## src/core/timer_cc_pkg.sv

```systemverilog
package timer_cc_pkg;

	// ************************************************************
	// register map (byte addresses, one aligned word each)
	// ************************************************************
	localparam int NUM_CH = 2;
	localparam int ADDR_W = 8;
	localparam logic [7:0] OFS_CTRL = 8'h00;
	localparam logic [7:0] OFS_HIGH = 8'h04;
	localparam logic [7:0] OFS_LOW = 8'h08;
	localparam logic [7:0] CH_STRIDE = 8'h0C;
	localparam logic [7:0] ADDR_CNT_CTRL = 8'h18;
	localparam logic [7:0] ADDR_MODULO = 8'h1C;
	localparam logic [7:0] ADDR_COUNT = 8'h20;

	// ************************************************************
	// field layouts
	// ************************************************************
	typedef struct packed {
		logic channel_event_flag;
		logic irq_en;
		logic buffered_mode_sel;
		logic compare_mode_sel;
		logic edge_level_sel_hi;
		logic edge_level_sel_lo;
		logic toggle_on_wrap;
		logic full_duty_force;
	} chan_ctrl_t;

	typedef struct packed {
		logic counter_wrap_flag;
		logic rsvd_hi;
		logic stop;
		logic clear;
		logic rsvd_lo;
		logic [2:0] prescale_sel;
	} cnt_ctrl_t;

	localparam int FLAG_BIT = 7;
	localparam logic [7:0] CTRL_RESET = 8'h00;
	localparam logic [7:0] CNT_CTRL_RESET = 8'h20;
	localparam logic [15:0] MODULO_RESET = 16'hFFFF;
	localparam logic [2:0] PRESCALE_UNUSED = 3'h7;
	localparam int PRESCALE_W = 6;

	// ************************************************************
	// edge/level codes
	// ************************************************************
	localparam logic [1:0] ELS_OFF = 2'h0;
	localparam logic [1:0] ELS_TOGGLE = 2'h1;
	localparam logic [1:0] ELS_CLEAR = 2'h2;
	localparam logic [1:0] ELS_SET = 2'h3;

endpackage : timer_cc_pkg

```

## src/core/pin_sync.sv

```systemverilog
module pin_sync (
	// clock and reset
	input wire logic clk,
	input wire logic reset,
	// raw pin level
	input wire logic pin_in,
	// synchronised level and edges
	output logic level,
	output logic rise,
	output logic fall
);

	logic meta;
	logic stable;
	logic prev;
	logic next_meta;
	logic next_stable;
	logic next_prev;

	always_comb begin
		next_meta = pin_in;
		next_stable = meta;
		next_prev = stable;
	end

	always_ff @(posedge clk) begin
		if (reset) begin
			meta <= 1'b0;
			stable <= 1'b0;
			prev <= 1'b0;
		end else begin
			meta <= next_meta;
			stable <= next_stable;
			prev <= next_prev;
		end
	end

	// edges look only at the second and third stages
	assign level = stable;
	assign rise = stable & ~prev;
	assign fall = ~stable & prev;

endmodule : pin_sync

```

## src/core/timer_channel_capture_compare.sv

```systemverilog
// Functional notes
// both edge/level bits zero releases the pin to port; internal output state preset.
// with edge/level zero, compare_mode_sel 0 presets output high, 1 presets low.
// both mode bits zero: capture on rising (01), falling (10) or either (11) edge.
// unbuffered compare: 00 flag only, 01 toggle, 10 clear, 11 set on match.
// buffered mode: 01 toggle, 10 clear, 11 set output on match.
// reset clears edge/level bits of every channel.
// outside source keeps pin stable two bus clocks before capture is enabled.
// toggle_on_wrap in compare mode toggles output at each overflow; cleared by reset.
// overflow action wins over a same-cycle compare action when toggle_on_wrap set.
// toggle_on_wrap plus clear action plus full_duty_force gives constant high.
// full_duty_force changes take effect only from the next period.
// clear action with toggle_on_wrap off and no force yields constant low.
// value register holds capture or match value; not initialised by reset.
// capture mode: high byte read blocks captures until low byte read.
// compare mode: high byte write blocks matches and flag until low byte write.
// counter overflows at modulo, sets wrap flag, restarts from zero next tick.
// flag sets on active edge in capture, on counter equality in compare.
// buffered bit only on channel 0; it disables channel 1 control and pin.
// flag clears by read-with-flag-set then write 0; new event keeps it set.
// in buffered mode the last written value register becomes active at overflow.
// interrupt request while flag and enable are both set.
module timer_channel_capture_compare (
	// clock and reset
	input wire logic clk,
	input wire logic reset,
	// apb slave
	input wire logic [timer_cc_pkg::ADDR_W-1:0] paddr,
	input wire logic psel,
	input wire logic penable,
	input wire logic pwrite,
	input wire logic [31:0] pwdata,
	output logic [31:0] prdata,
	output logic pready,
	output logic pslverr,
	// channel pins
	input wire logic [timer_cc_pkg::NUM_CH-1:0] chan_pin_in,
	output logic [timer_cc_pkg::NUM_CH-1:0] chan_pin_out,
	output logic [timer_cc_pkg::NUM_CH-1:0] chan_pin_oe,
	// interrupt requests
	output logic [timer_cc_pkg::NUM_CH-1:0] chan_irq
);

	// ************************************************************
	// apb handshake: one wait state, pready from a flop
	// ************************************************************
	logic access, commit, next_pready, next_pslverr, rd_hit;
	logic [31:0] next_prdata, rd_mux;

	assign access = psel & penable;
	assign commit = access & pready;

	// ************************************************************
	// counter, prescaler and modulo
	// ************************************************************
	timer_cc_pkg::cnt_ctrl_t cctl, next_cctl;
	logic [15:0] count, next_count, modulo, next_modulo;
	logic [timer_cc_pkg::PRESCALE_W-1:0] pres, next_pres, pres_mask;
	logic wrap_armed, next_wrap_armed, tick, wrap_hit, wr_cctl, rd_cctl, wr_mod;

	assign wr_cctl = commit & pwrite & (paddr == timer_cc_pkg::ADDR_CNT_CTRL);
	assign rd_cctl = commit & ~pwrite & (paddr == timer_cc_pkg::ADDR_CNT_CTRL);
	assign wr_mod = commit & pwrite & (paddr == timer_cc_pkg::ADDR_MODULO);
	assign pres_mask = timer_cc_pkg::PRESCALE_W'((7'h01 << cctl.prescale_sel) - 7'h01);
	assign tick = ~cctl.stop & (cctl.prescale_sel != timer_cc_pkg::PRESCALE_UNUSED)
		& ((pres & pres_mask) == pres_mask);
	assign wrap_hit = tick & (count == modulo);

	always_comb begin
		next_cctl = cctl;
		next_count = count;
		next_modulo = modulo;
		next_pres = cctl.stop ? pres : pres + 1'b1;
		next_wrap_armed = wrap_armed;
		if (tick) begin
			next_count = wrap_hit ? 16'h0000 : count + 16'h0001;
		end
		if (wr_mod) begin
			next_modulo = pwdata[15:0];
		end
		if (rd_cctl && cctl.counter_wrap_flag) begin
			next_wrap_armed = 1'b1;
		end
		if (wr_cctl) begin
			next_cctl.stop = pwdata[5];
			next_cctl.prescale_sel = pwdata[2:0];
			if (wrap_armed && !pwdata[timer_cc_pkg::FLAG_BIT]) begin
				next_cctl.counter_wrap_flag = 1'b0;
				next_wrap_armed = 1'b0;
			end
			// the clear bit never stores; it only restarts counting from zero
			if (pwdata[4]) begin
				next_count = 16'h0000;
				next_pres = '0;
			end
		end
		if (wrap_hit) begin
			next_cctl.counter_wrap_flag = 1'b1;
			next_wrap_armed = 1'b0;
		end
	end

	always_ff @(posedge clk) begin
		if (reset) begin
			cctl <= timer_cc_pkg::cnt_ctrl_t'(timer_cc_pkg::CNT_CTRL_RESET);
			count <= 16'h0000;
			modulo <= timer_cc_pkg::MODULO_RESET;
			pres <= '0;
			wrap_armed <= 1'b0;
		end else begin
			cctl <= next_cctl;
			count <= next_count;
			modulo <= next_modulo;
			pres <= next_pres;
			wrap_armed <= next_wrap_armed;
		end
	end

	// ************************************************************
	// buffered pair: which value register drives channel 0
	// ************************************************************
	timer_cc_pkg::chan_ctrl_t ctrl_v [timer_cc_pkg::NUM_CH];
	logic [15:0] val_v [timer_cc_pkg::NUM_CH];
	logic [timer_cc_pkg::NUM_CH-1:0] wlock_v, wr_low_v;
	logic linked, active_sel, next_active_sel, last_written, next_last_written;

	assign linked = ctrl_v[0].buffered_mode_sel;

	always_comb begin
		next_active_sel = active_sel;
		next_last_written = last_written;
		if (!linked) begin
			next_active_sel = 1'b0;
			next_last_written = 1'b0;
		end else begin
			if (wr_low_v[1]) begin
				next_last_written = 1'b1;
			end else if (wr_low_v[0]) begin
				next_last_written = 1'b0;
			end
			if (wrap_hit) begin
				next_active_sel = next_last_written;
			end
		end
	end

	always_ff @(posedge clk) begin
		if (reset) begin
			active_sel <= 1'b0;
			last_written <= 1'b0;
		end else begin
			active_sel <= next_active_sel;
			last_written <= next_last_written;
		end
	end

	// ************************************************************
	// channels
	// ************************************************************
	genvar gi;
	generate
		for (gi = 0; gi < timer_cc_pkg::NUM_CH; gi++) begin : g_ch
			localparam logic [7:0] A_BASE = 8'(gi) * timer_cc_pkg::CH_STRIDE;
			timer_cc_pkg::chan_ctrl_t ctrl, next_ctrl;
			logic [15:0] val, next_val, match_val;
			logic [1:0] els;
			logic armed, next_armed, rlock, next_rlock, wlock, next_wlock, max_on, next_max_on;
			logic out, next_out, next_oe, next_irq, rise, fall, disabled, is_cmp, active, cap_mode;
			logic edge_hit, match_hit, lock_hit, evt, wr_ctrl, rd_ctrl, wr_hi, wr_lo, rd_hi, rd_lo;

			pin_sync u_sync (
				.clk(clk),
				.reset(reset),
				.pin_in(chan_pin_in[gi]),
				.level(),
				.rise(rise),
				.fall(fall)
			);

			assign els = {ctrl.edge_level_sel_hi, ctrl.edge_level_sel_lo};
			assign disabled = (gi != 0) & linked;
			assign is_cmp = ctrl.buffered_mode_sel | ctrl.compare_mode_sel;
			assign active = (els != timer_cc_pkg::ELS_OFF) & ~disabled;
			assign cap_mode = active & ~is_cmp;
			assign wr_ctrl = commit & pwrite & (paddr == A_BASE + timer_cc_pkg::OFS_CTRL);
			assign rd_ctrl = commit & ~pwrite & (paddr == A_BASE + timer_cc_pkg::OFS_CTRL);
			assign wr_hi = commit & pwrite & (paddr == A_BASE + timer_cc_pkg::OFS_HIGH);
			assign wr_lo = commit & pwrite & (paddr == A_BASE + timer_cc_pkg::OFS_LOW);
			assign rd_hi = commit & ~pwrite & (paddr == A_BASE + timer_cc_pkg::OFS_HIGH);
			assign rd_lo = commit & ~pwrite & (paddr == A_BASE + timer_cc_pkg::OFS_LOW);

			// captures stop while the counter is stopped or the high byte is held
			assign edge_hit = cap_mode & ~rlock & ~cctl.stop
				& ((els[0] & rise) | (els[1] & fall));
			assign match_val = (active_sel && gi == 0) ? val_v[1] : val;
			assign lock_hit = (active_sel && gi == 0) ? wlock_v[1] : wlock;
			assign match_hit = is_cmp & ~disabled & tick & (count == match_val) & ~lock_hit;
			assign evt = edge_hit | match_hit;

			always_comb begin
				next_ctrl = ctrl;
				next_val = val;
				next_armed = armed;
				next_rlock = rlock;
				next_wlock = wlock;
				next_max_on = max_on;
				next_out = out;
				if (rd_ctrl && ctrl.channel_event_flag && !disabled) begin
					next_armed = 1'b1;
				end
				if (wr_ctrl && !disabled) begin
					next_ctrl = timer_cc_pkg::chan_ctrl_t'(pwdata[7:0]);
					next_ctrl.channel_event_flag = ctrl.channel_event_flag;
					if (gi != 0) begin
						next_ctrl.buffered_mode_sel = 1'b0;
					end
					if (armed && !pwdata[timer_cc_pkg::FLAG_BIT]) begin
						next_ctrl.channel_event_flag = 1'b0;
					end
					next_armed = 1'b0;
				end
				if (evt) begin
					next_ctrl.channel_event_flag = 1'b1;
					next_armed = 1'b0;
				end
				if (wr_hi) begin
					next_val[15:8] = pwdata[7:0];
					next_wlock = is_cmp;
				end
				if (wr_lo) begin
					next_val[7:0] = pwdata[7:0];
					next_wlock = 1'b0;
				end
				if (rd_hi && cap_mode) begin
					next_rlock = 1'b1;
				end
				if (rd_lo) begin
					next_rlock = 1'b0;
				end
				if (edge_hit) begin
					next_val = count;
				end
				if (wrap_hit) begin
					next_max_on = ctrl.full_duty_force;
				end
				if (els == timer_cc_pkg::ELS_OFF) begin
					next_out = ~ctrl.compare_mode_sel;
				end else if (is_cmp) begin
					if (ctrl.toggle_on_wrap && els == timer_cc_pkg::ELS_CLEAR && next_max_on) begin
						next_out = 1'b1;
					end else if (wrap_hit && ctrl.toggle_on_wrap) begin
						next_out = ~out;
					end else if (match_hit) begin
						unique case (els)
							timer_cc_pkg::ELS_TOGGLE: next_out = ~out;
							timer_cc_pkg::ELS_CLEAR: next_out = 1'b0;
							timer_cc_pkg::ELS_SET: next_out = 1'b1;
							timer_cc_pkg::ELS_OFF: next_out = out;
						endcase
					end
				end
				next_oe = active & is_cmp;
				next_irq = next_ctrl.channel_event_flag & next_ctrl.irq_en;
			end

			always_ff @(posedge clk) begin
				if (reset) begin
					ctrl <= timer_cc_pkg::chan_ctrl_t'(timer_cc_pkg::CTRL_RESET);
					armed <= 1'b0;
					rlock <= 1'b0;
					wlock <= 1'b0;
					max_on <= 1'b0;
					out <= 1'b1;
					chan_pin_oe[gi] <= 1'b0;
					chan_irq[gi] <= 1'b0;
				end else begin
					ctrl <= next_ctrl;
					armed <= next_armed;
					rlock <= next_rlock;
					wlock <= next_wlock;
					max_on <= next_max_on;
					out <= next_out;
					chan_pin_oe[gi] <= next_oe;
					chan_irq[gi] <= next_irq;
				end
			end

			// the value register is data, not control: reset leaves it alone
			always_ff @(posedge clk) begin
				val <= next_val;
			end

			assign chan_pin_out[gi] = out;
			assign ctrl_v[gi] = disabled ? timer_cc_pkg::chan_ctrl_t'(8'h00) : ctrl;
			assign val_v[gi] = val;
			assign wlock_v[gi] = wlock;
			assign wr_low_v[gi] = wr_lo;
		end
	endgenerate

	// ************************************************************
	// read mux and apb answer
	// ************************************************************
	always_comb begin
		rd_mux = 32'h0000_0000;
		rd_hit = 1'b1;
		unique case (paddr)
			timer_cc_pkg::OFS_CTRL: rd_mux[7:0] = ctrl_v[0];
			timer_cc_pkg::OFS_HIGH: rd_mux[7:0] = val_v[0][15:8];
			timer_cc_pkg::OFS_LOW: rd_mux[7:0] = val_v[0][7:0];
			timer_cc_pkg::CH_STRIDE + timer_cc_pkg::OFS_CTRL: rd_mux[7:0] = ctrl_v[1];
			timer_cc_pkg::CH_STRIDE + timer_cc_pkg::OFS_HIGH: rd_mux[7:0] = val_v[1][15:8];
			timer_cc_pkg::CH_STRIDE + timer_cc_pkg::OFS_LOW: rd_mux[7:0] = val_v[1][7:0];
			timer_cc_pkg::ADDR_CNT_CTRL: rd_mux[7:0] = cctl; // clear and spare bits never store
			timer_cc_pkg::ADDR_MODULO: rd_mux[15:0] = modulo;
			timer_cc_pkg::ADDR_COUNT: rd_mux[15:0] = count;
			default: rd_hit = 1'b0;
		endcase
	end

	always_comb begin
		next_pready = access & ~pready;
		next_pslverr = access & ~pready & ~rd_hit;
		next_prdata = (access && !pready) ? (pwrite ? 32'h0000_0000 : rd_mux) : prdata;
	end

	always_ff @(posedge clk) begin
		if (reset) begin
			pready <= 1'b0;
			pslverr <= 1'b0;
			prdata <= 32'h0000_0000;
		end else begin
			pready <= next_pready;
			pslverr <= next_pslverr;
			prdata <= next_prdata;
		end
	end

endmodule : timer_channel_capture_compare

```

## config.mk

```make
export PLATFORM = sky130hd
export DESIGN_NAME = timer_channel_capture_compare
export DESIGN_NICKNAME = d
export VERILOG_FILES = /design/src/core/timer_cc_pkg.sv /design/src/core/pin_sync.sv /design/src/core/timer_channel_capture_compare.sv
export SDC_FILE = /design/constraint.sdc
export NUM_CORES = 1
export LEC_CHECK = 0
export BUFFER_PORTS_ARGS = -buffer_cell sky130_fd_sc_hd__buf_4
export CORE_AREA = 2 2 122 112
export DETAILED_ROUTE_END_ITERATION = 12
export DIE_AREA = 0 0 124 114
export GPL_ROUTABILITY_DRIVEN = 0
export PLACE_DENSITY = 0.72
export SLEW_MARGIN = 20
export SYNTH_ARGS = -nofsm -noshare
export SYNTH_HDL_FRONTEND = slang
export SYNTH_SLANG_ARGS = --single-unit
```

## constraint.sdc

```tcl
create_clock -name clk -period 4 [get_ports clk]
set_clock_uncertainty 0.2 [all_clocks]
set_input_delay 0.4 -clock clk [delete_from_list [all_inputs] [get_ports clk]]
set_output_delay 0.4 -clock clk [all_outputs]
set_load 0.03 [all_outputs]
```

# == After elaboration in Yosys (flattened, before gate mapping) ==
# Index checks and enable logic that the tools add are counted.
# word_totals
reg_bits,147
word_cells,245
# classes
addsub,3
n_eq_ne,19
shifts,1
mux,48
bitwise,76
reduce_logical,47
# ops
operator,n
2-to-1 mux 16 bit,8
case mux 8 bit (9 select lines),1
2-to-1 mux 8 bit,7
AND 1 bit,52
== test 16 bit,3
== test 8 x 5 -> 1 bit (second input constant),4
2-to-1 mux 1 bit,26
nonzero test 2 bit,10
2-to-1 mux 6 bit,3
NOT 1 bit,18
logical AND 1 bit,17
adder 16 x 1 -> 16 bit (second input constant),1
== test 8 x 4 -> 1 bit (second input constant),2
case mux 8 bit (2 select lines),1
OR reduction 2 bit,6
OR reduction 9 bit,1
== test 2 bit (second input constant),4
== test 8 x 3 -> 1 bit (second input constant),1
== test 8 x 6 -> 1 bit (second input constant),1
zero test 8 bit,1
nonzero test 4 bit,2
adder 6 x 1 -> 6 bit (second input constant),1
AND 6 bit,1
== test 6 bit,1
10 further kinds,22

# == Logic depth before layout (Yosys ltp) ==
# logic_depth
depth_word,13
ltp_mapped,13

# == Hierarchy ==
# Synthesis repeated with hierarchy kept, for this count alone.
# unflattened
hier_cells,765
hier_area_um2,6861.6
# by_module_without_submodules
mod,n_inst,cells_per_inst,area_per_inst_um2,seq_area_each_um2
timer_channel_capture_compare,1,749,6678.9,2822.7
pin_sync,2,8,91.3,60.1

# == Worst setup path after synthesis ==
# No wires, ideal clock.
# synth_path
path_kind,reg2reg
startpoint,register cctl[2] (netlist name)
endpoint,register g_ch[0].out
setup_ns,0.122
arrival_ns,2.565
path_slack_ns,1.113
path_stages_with_launch,12
path_buffers,2
period_less_slack_ns,2.887
cell_sequence,dfxtp_1 -> buf_6 -> or3_4 -> ha_1 -> nor2b_1 -> o21ai_0 -> o211ai_1 -> and3_1 -> buf_6 -> a211o_2 -> a211o_1 -> a221o_1
# synth_between
elab_chain_cells,11
# synth_lines
item,line_no,source
"start, declared",timer_channel_capture_compare.sv:56,"timer_cc_pkg::cnt_ctrl_t cctl, next_cctl;"
"start signal, assigned",timer_channel_capture_compare.sv:105,cctl <= timer_cc_pkg::cnt_ctrl_t'(timer_cc_pkg::CNT_CTRL_RESET);
"start signal, assigned",timer_channel_capture_compare.sv:111,cctl <= next_cctl;
left shift 1 x 3 -> 6 bit,timer_channel_capture_compare.sv:64,assign pres_mask = timer_cc_pkg::PRESCALE_W'((7'h01 << cctl.prescale_sel) - 7'h01);
subtractor 6 x 1 -> 6 bit,timer_channel_capture_compare.sv:64,
AND 6 bit,timer_channel_capture_compare.sv:66,& ((pres & pres_mask) == pres_mask);
== test 6 bit,timer_channel_capture_compare.sv:66,
AND 1 bit *,timer_channel_capture_compare.sv:66,
AND 1 bit,timer_channel_capture_compare.sv:67,assign wrap_hit = tick & (count == modulo);
logical AND 1 bit / 2-to-1 mux 1 bit (equally long branches),"timer_channel_capture_compare.sv:251, timer_channel_capture_compare.sv:243",
2-to-1 mux 1 bit / logical AND 1 bit (equally long branches),"timer_channel_capture_compare.sv:251, timer_channel_capture_compare.sv:249",
2-to-1 mux 1 bit,timer_channel_capture_compare.sv:249,if (ctrl.toggle_on_wrap && els == timer_cc_pkg::ELS_CLEAR && next_max_on) begin
2-to-1 mux 1 bit,timer_channel_capture_compare.sv:248,end else if (is_cmp) begin
2-to-1 mux 1 bit,timer_channel_capture_compare.sv:246,if (els == timer_cc_pkg::ELS_OFF) begin
"end signal, assigned",timer_channel_capture_compare.sv:282,out <= next_out;
"end, declared",timer_channel_capture_compare.sv:168,"logic out, next_out, next_oe, next_irq, rise, fall, disabled, is_cmp, active, cap_mode;"
# Every way passes the cells marked *; elsewhere a longest branch is shown, timed or not. The select of a mux whose other input is x is not followed.
# A chain may end at the register's enable or synchronous reset.

# == Worst setup path in the final report ==
# Same ends and word-level chain as after synthesis.

==> flow_summary.ini <==
[worst_setup_path]
cp-startpoint = cctl[2]
start_kind = flip-flop
r2r_end = g_ch[0].out
endpoint_kind = flip-flop
worstSetupPathType = flip-flop to flip-flop
rrSetupSlack_ns = 0.63
crit_fanout = 11
cp.required_ns = 4.11
rr_startpoint = cctl[2]
reg2reg_depth = 8
crit_arrival_ns = 3.48

[sta]
min_period_ns = 3.367
rsz0062_at_grt = no
worstMarginPinSlew_ns = 0.9850
final.setup.tns_ns = 0
fmax_mhz = 297.0
maxSlewHeadroom = 0.3384
drv_slew = 0
finalHoldViolCount = 0
min_period_over_period = 0.8417
finalSetupViolations = 0

[final_layout]
final_nets = 885
fin_util = 0.6276
layout_common_cells = nand2_1 (116), dfxtp_1 (99), nor2_1 (90)
area_delta_synth_final_pct = 17.67
fillCellCount = 1074
final_common_cell = nand2_1
drive_above_1_share = 0.1639
antenna_cells = 0

[yosys]
synth_top_area_cell = dfxtp_1
synth_ff_type = dfxtp_1
ys_ff_latch = 131
synthTopCellsByArea = dfxtp_1 (29%), edfxtp_1 (14%), nand2_1 (6.3%)
synth_top_area_share = 0.2856
synth_cells = 783
synth-async-reset-ratio = 0
synth_cell_types = 70
synth_edf_count = 32
netlist_area_um2 = 6940
avgSynthCellArea_um2 = 8.864
yosys_warnings = 0
seq_area_frac_synth = 0.4240

[power_and_ir_drop]
power_frac_seq = 0.443
switching_share = 0.2213
p_per_area_nw_per_um2 = 375.9
power.share.combinational = 0.041
cellLeakagePower_uw = 0.003106
clkPwrFrac = 0.516
p_sw_uw = 679.5
peakVddDrop_uv = 357.7
p_int_uw = 2390

[detailed_routing]
drt_pass1_iterations = 7
drt_iter0_drc = 880
postRouteAntennaNets = 0
wl_per_cell_um = 20.72
avgViaCountPerCell = 6.165
wl_mm = 21.05
num_vias = 6264
drc_errors = 0

[clocking]
cts.sinks = 131
post_cts_buffers = 0
ctsRootBufferMaster = clkbuf_16
clk_path_buf_depth = 2
cts.hold.buffers_added = 10
cts_tree = done
clk_latency_ns = 0.43
clk_pin_slew_worst_paths_ns = 0.06
cts_max_level = 4
cts_resized = 0
cts_buffers = 17

[global_route]
antenna_found_initial = 0
grt_max_degree = 77
grt_usage = 0.3065
grt_pass1_wl_mm = 32.36
grt_pass1_vias = 5929
grt_overflow_total = 0

[placement]
dp_hpwl_mm = 14.75
io_buffers = 54

[worst_hold_path]
min_from = pwdata[5]
min_path_cells = 3
hold_class = primary input to flip-flop
holdPathEnd = modulo[5]

[floorplan]
start_util = 0.5334
fp.dieW_um = 124
die_h_um = 114
rows = 40
die_area_um2 = 14140
boundaryPins = 87
core_area_um2 = 13010

[outcome]
outcome = complete, no violations

[run]
cap_violations = 0
[state kept, by name (all words and copies together) (netlist names), 5 cells and up]
name            flops
count              16
g_ch.match_val     16
pres                6
g_ch.val           16
cctl                5
prdata             16
ctrl_v              7
g_ch.ctrl           7
modulo             16
[kinds of logic (layout without fill, tap and decap cells)]
family          Yosys count  count (layout)  share of synthesized area
compound gates          118             118                     0.1235
xor+xnor                 68              68                    0.08581
fa+ha+maj                 3               3                   0.005409
buf+inv                  79             129                    0.05571
flops                   131             131                     0.4240
mux                      40              40                    0.06057
other cells               1              16                  0.0005403
simple gates            343             343                     0.2445
[cells in the mapped netlist, drive strengths merged (4+ instances only)]
cell	number
inv	7
mux2i	24
nor4	15
edfxtp	32
buf	29
nor3	18
and3	7
nand4	14
a31oi	8
nand2b	5
mux2	16
nor2	90
nand2	116
and2	4
a222oi	7
a22oi	27
nand3	20
xnor2	33
a21oi	32
clkbuf	43
nor2b	12
o21ai	11
xor2	35
nand3b	22
dfxtp	99
[metrics by stage]
stage                     hold slack, ns  setup WS, ns  instance area [µm²]  power (µW)  std cells
after floorplan                   0.2138         1.113                 6997        1467        798
after global placement            0.2304        0.7380                 7461        1499        974
after detailed placement          0.2231        0.6884                 7461        1502        974
after CTS                        0.05356        0.6632                 8167        3079       1016
after global routing             0.08806        0.5021                 8167        3151       1016
final                            0.06843        0.6332                 8167        3070       1016
[worst max-delay path by stage]
stage | cells after the start | to | slack (ns)
floorplan | 11 | g_ch[0].out | 1.11
global placement | 8 | g_ch[0].out | 0.74
detailed placement | 8 | g_ch[0].out | 0.69
CTS | 8 | g_ch[0].out | 0.66
global route | 8 | g_ch[0].out | 0.50
finish | 8 | g_ch[0].out | 0.63
[power by group through the flow]
stage                     clock [µW]  combinational (µW)  sequential, µW
after global routing            1660                 135            1360
final                           1580                 125            1360
after global placement             0                 111            1390
after CTS                       1600                 123            1360
after detailed placement           0                 114            1390
after floorplan                    0                76.7            1390
[worst max-delay path, stage by stage, from the launching register on]
cell and delay (ns):
dfxtp_1 0.41, or3_4 0.43, ha_1 0.29, nor2_1 0.07, a2111oi_4 0.43, nand2_1 0.39
o311a_1 0.45, a211o_1 0.24, a221o_1 0.34
[per-layer routing]
metal,global-route usage,routed length [µm]
met2,0.4733,9681
met4,0.1236,705
met3,0.06850,2201
met1,0.4166,8462
met5,0,0
[layout make-up]
class                      count  area (µm²)  share of cell area
clock buffer                  21       481.7             0.05899
clock inverter                11       123.9             0.01517
inverter                       7       26.28            0.003217
multi-input combinational    588        3681              0.4507
sequential                   131        2943              0.3603
tap                          168       210.2             0.02574
timing repair buffer          90       700.7             0.08580
Power figures use the tool's default switching activity.
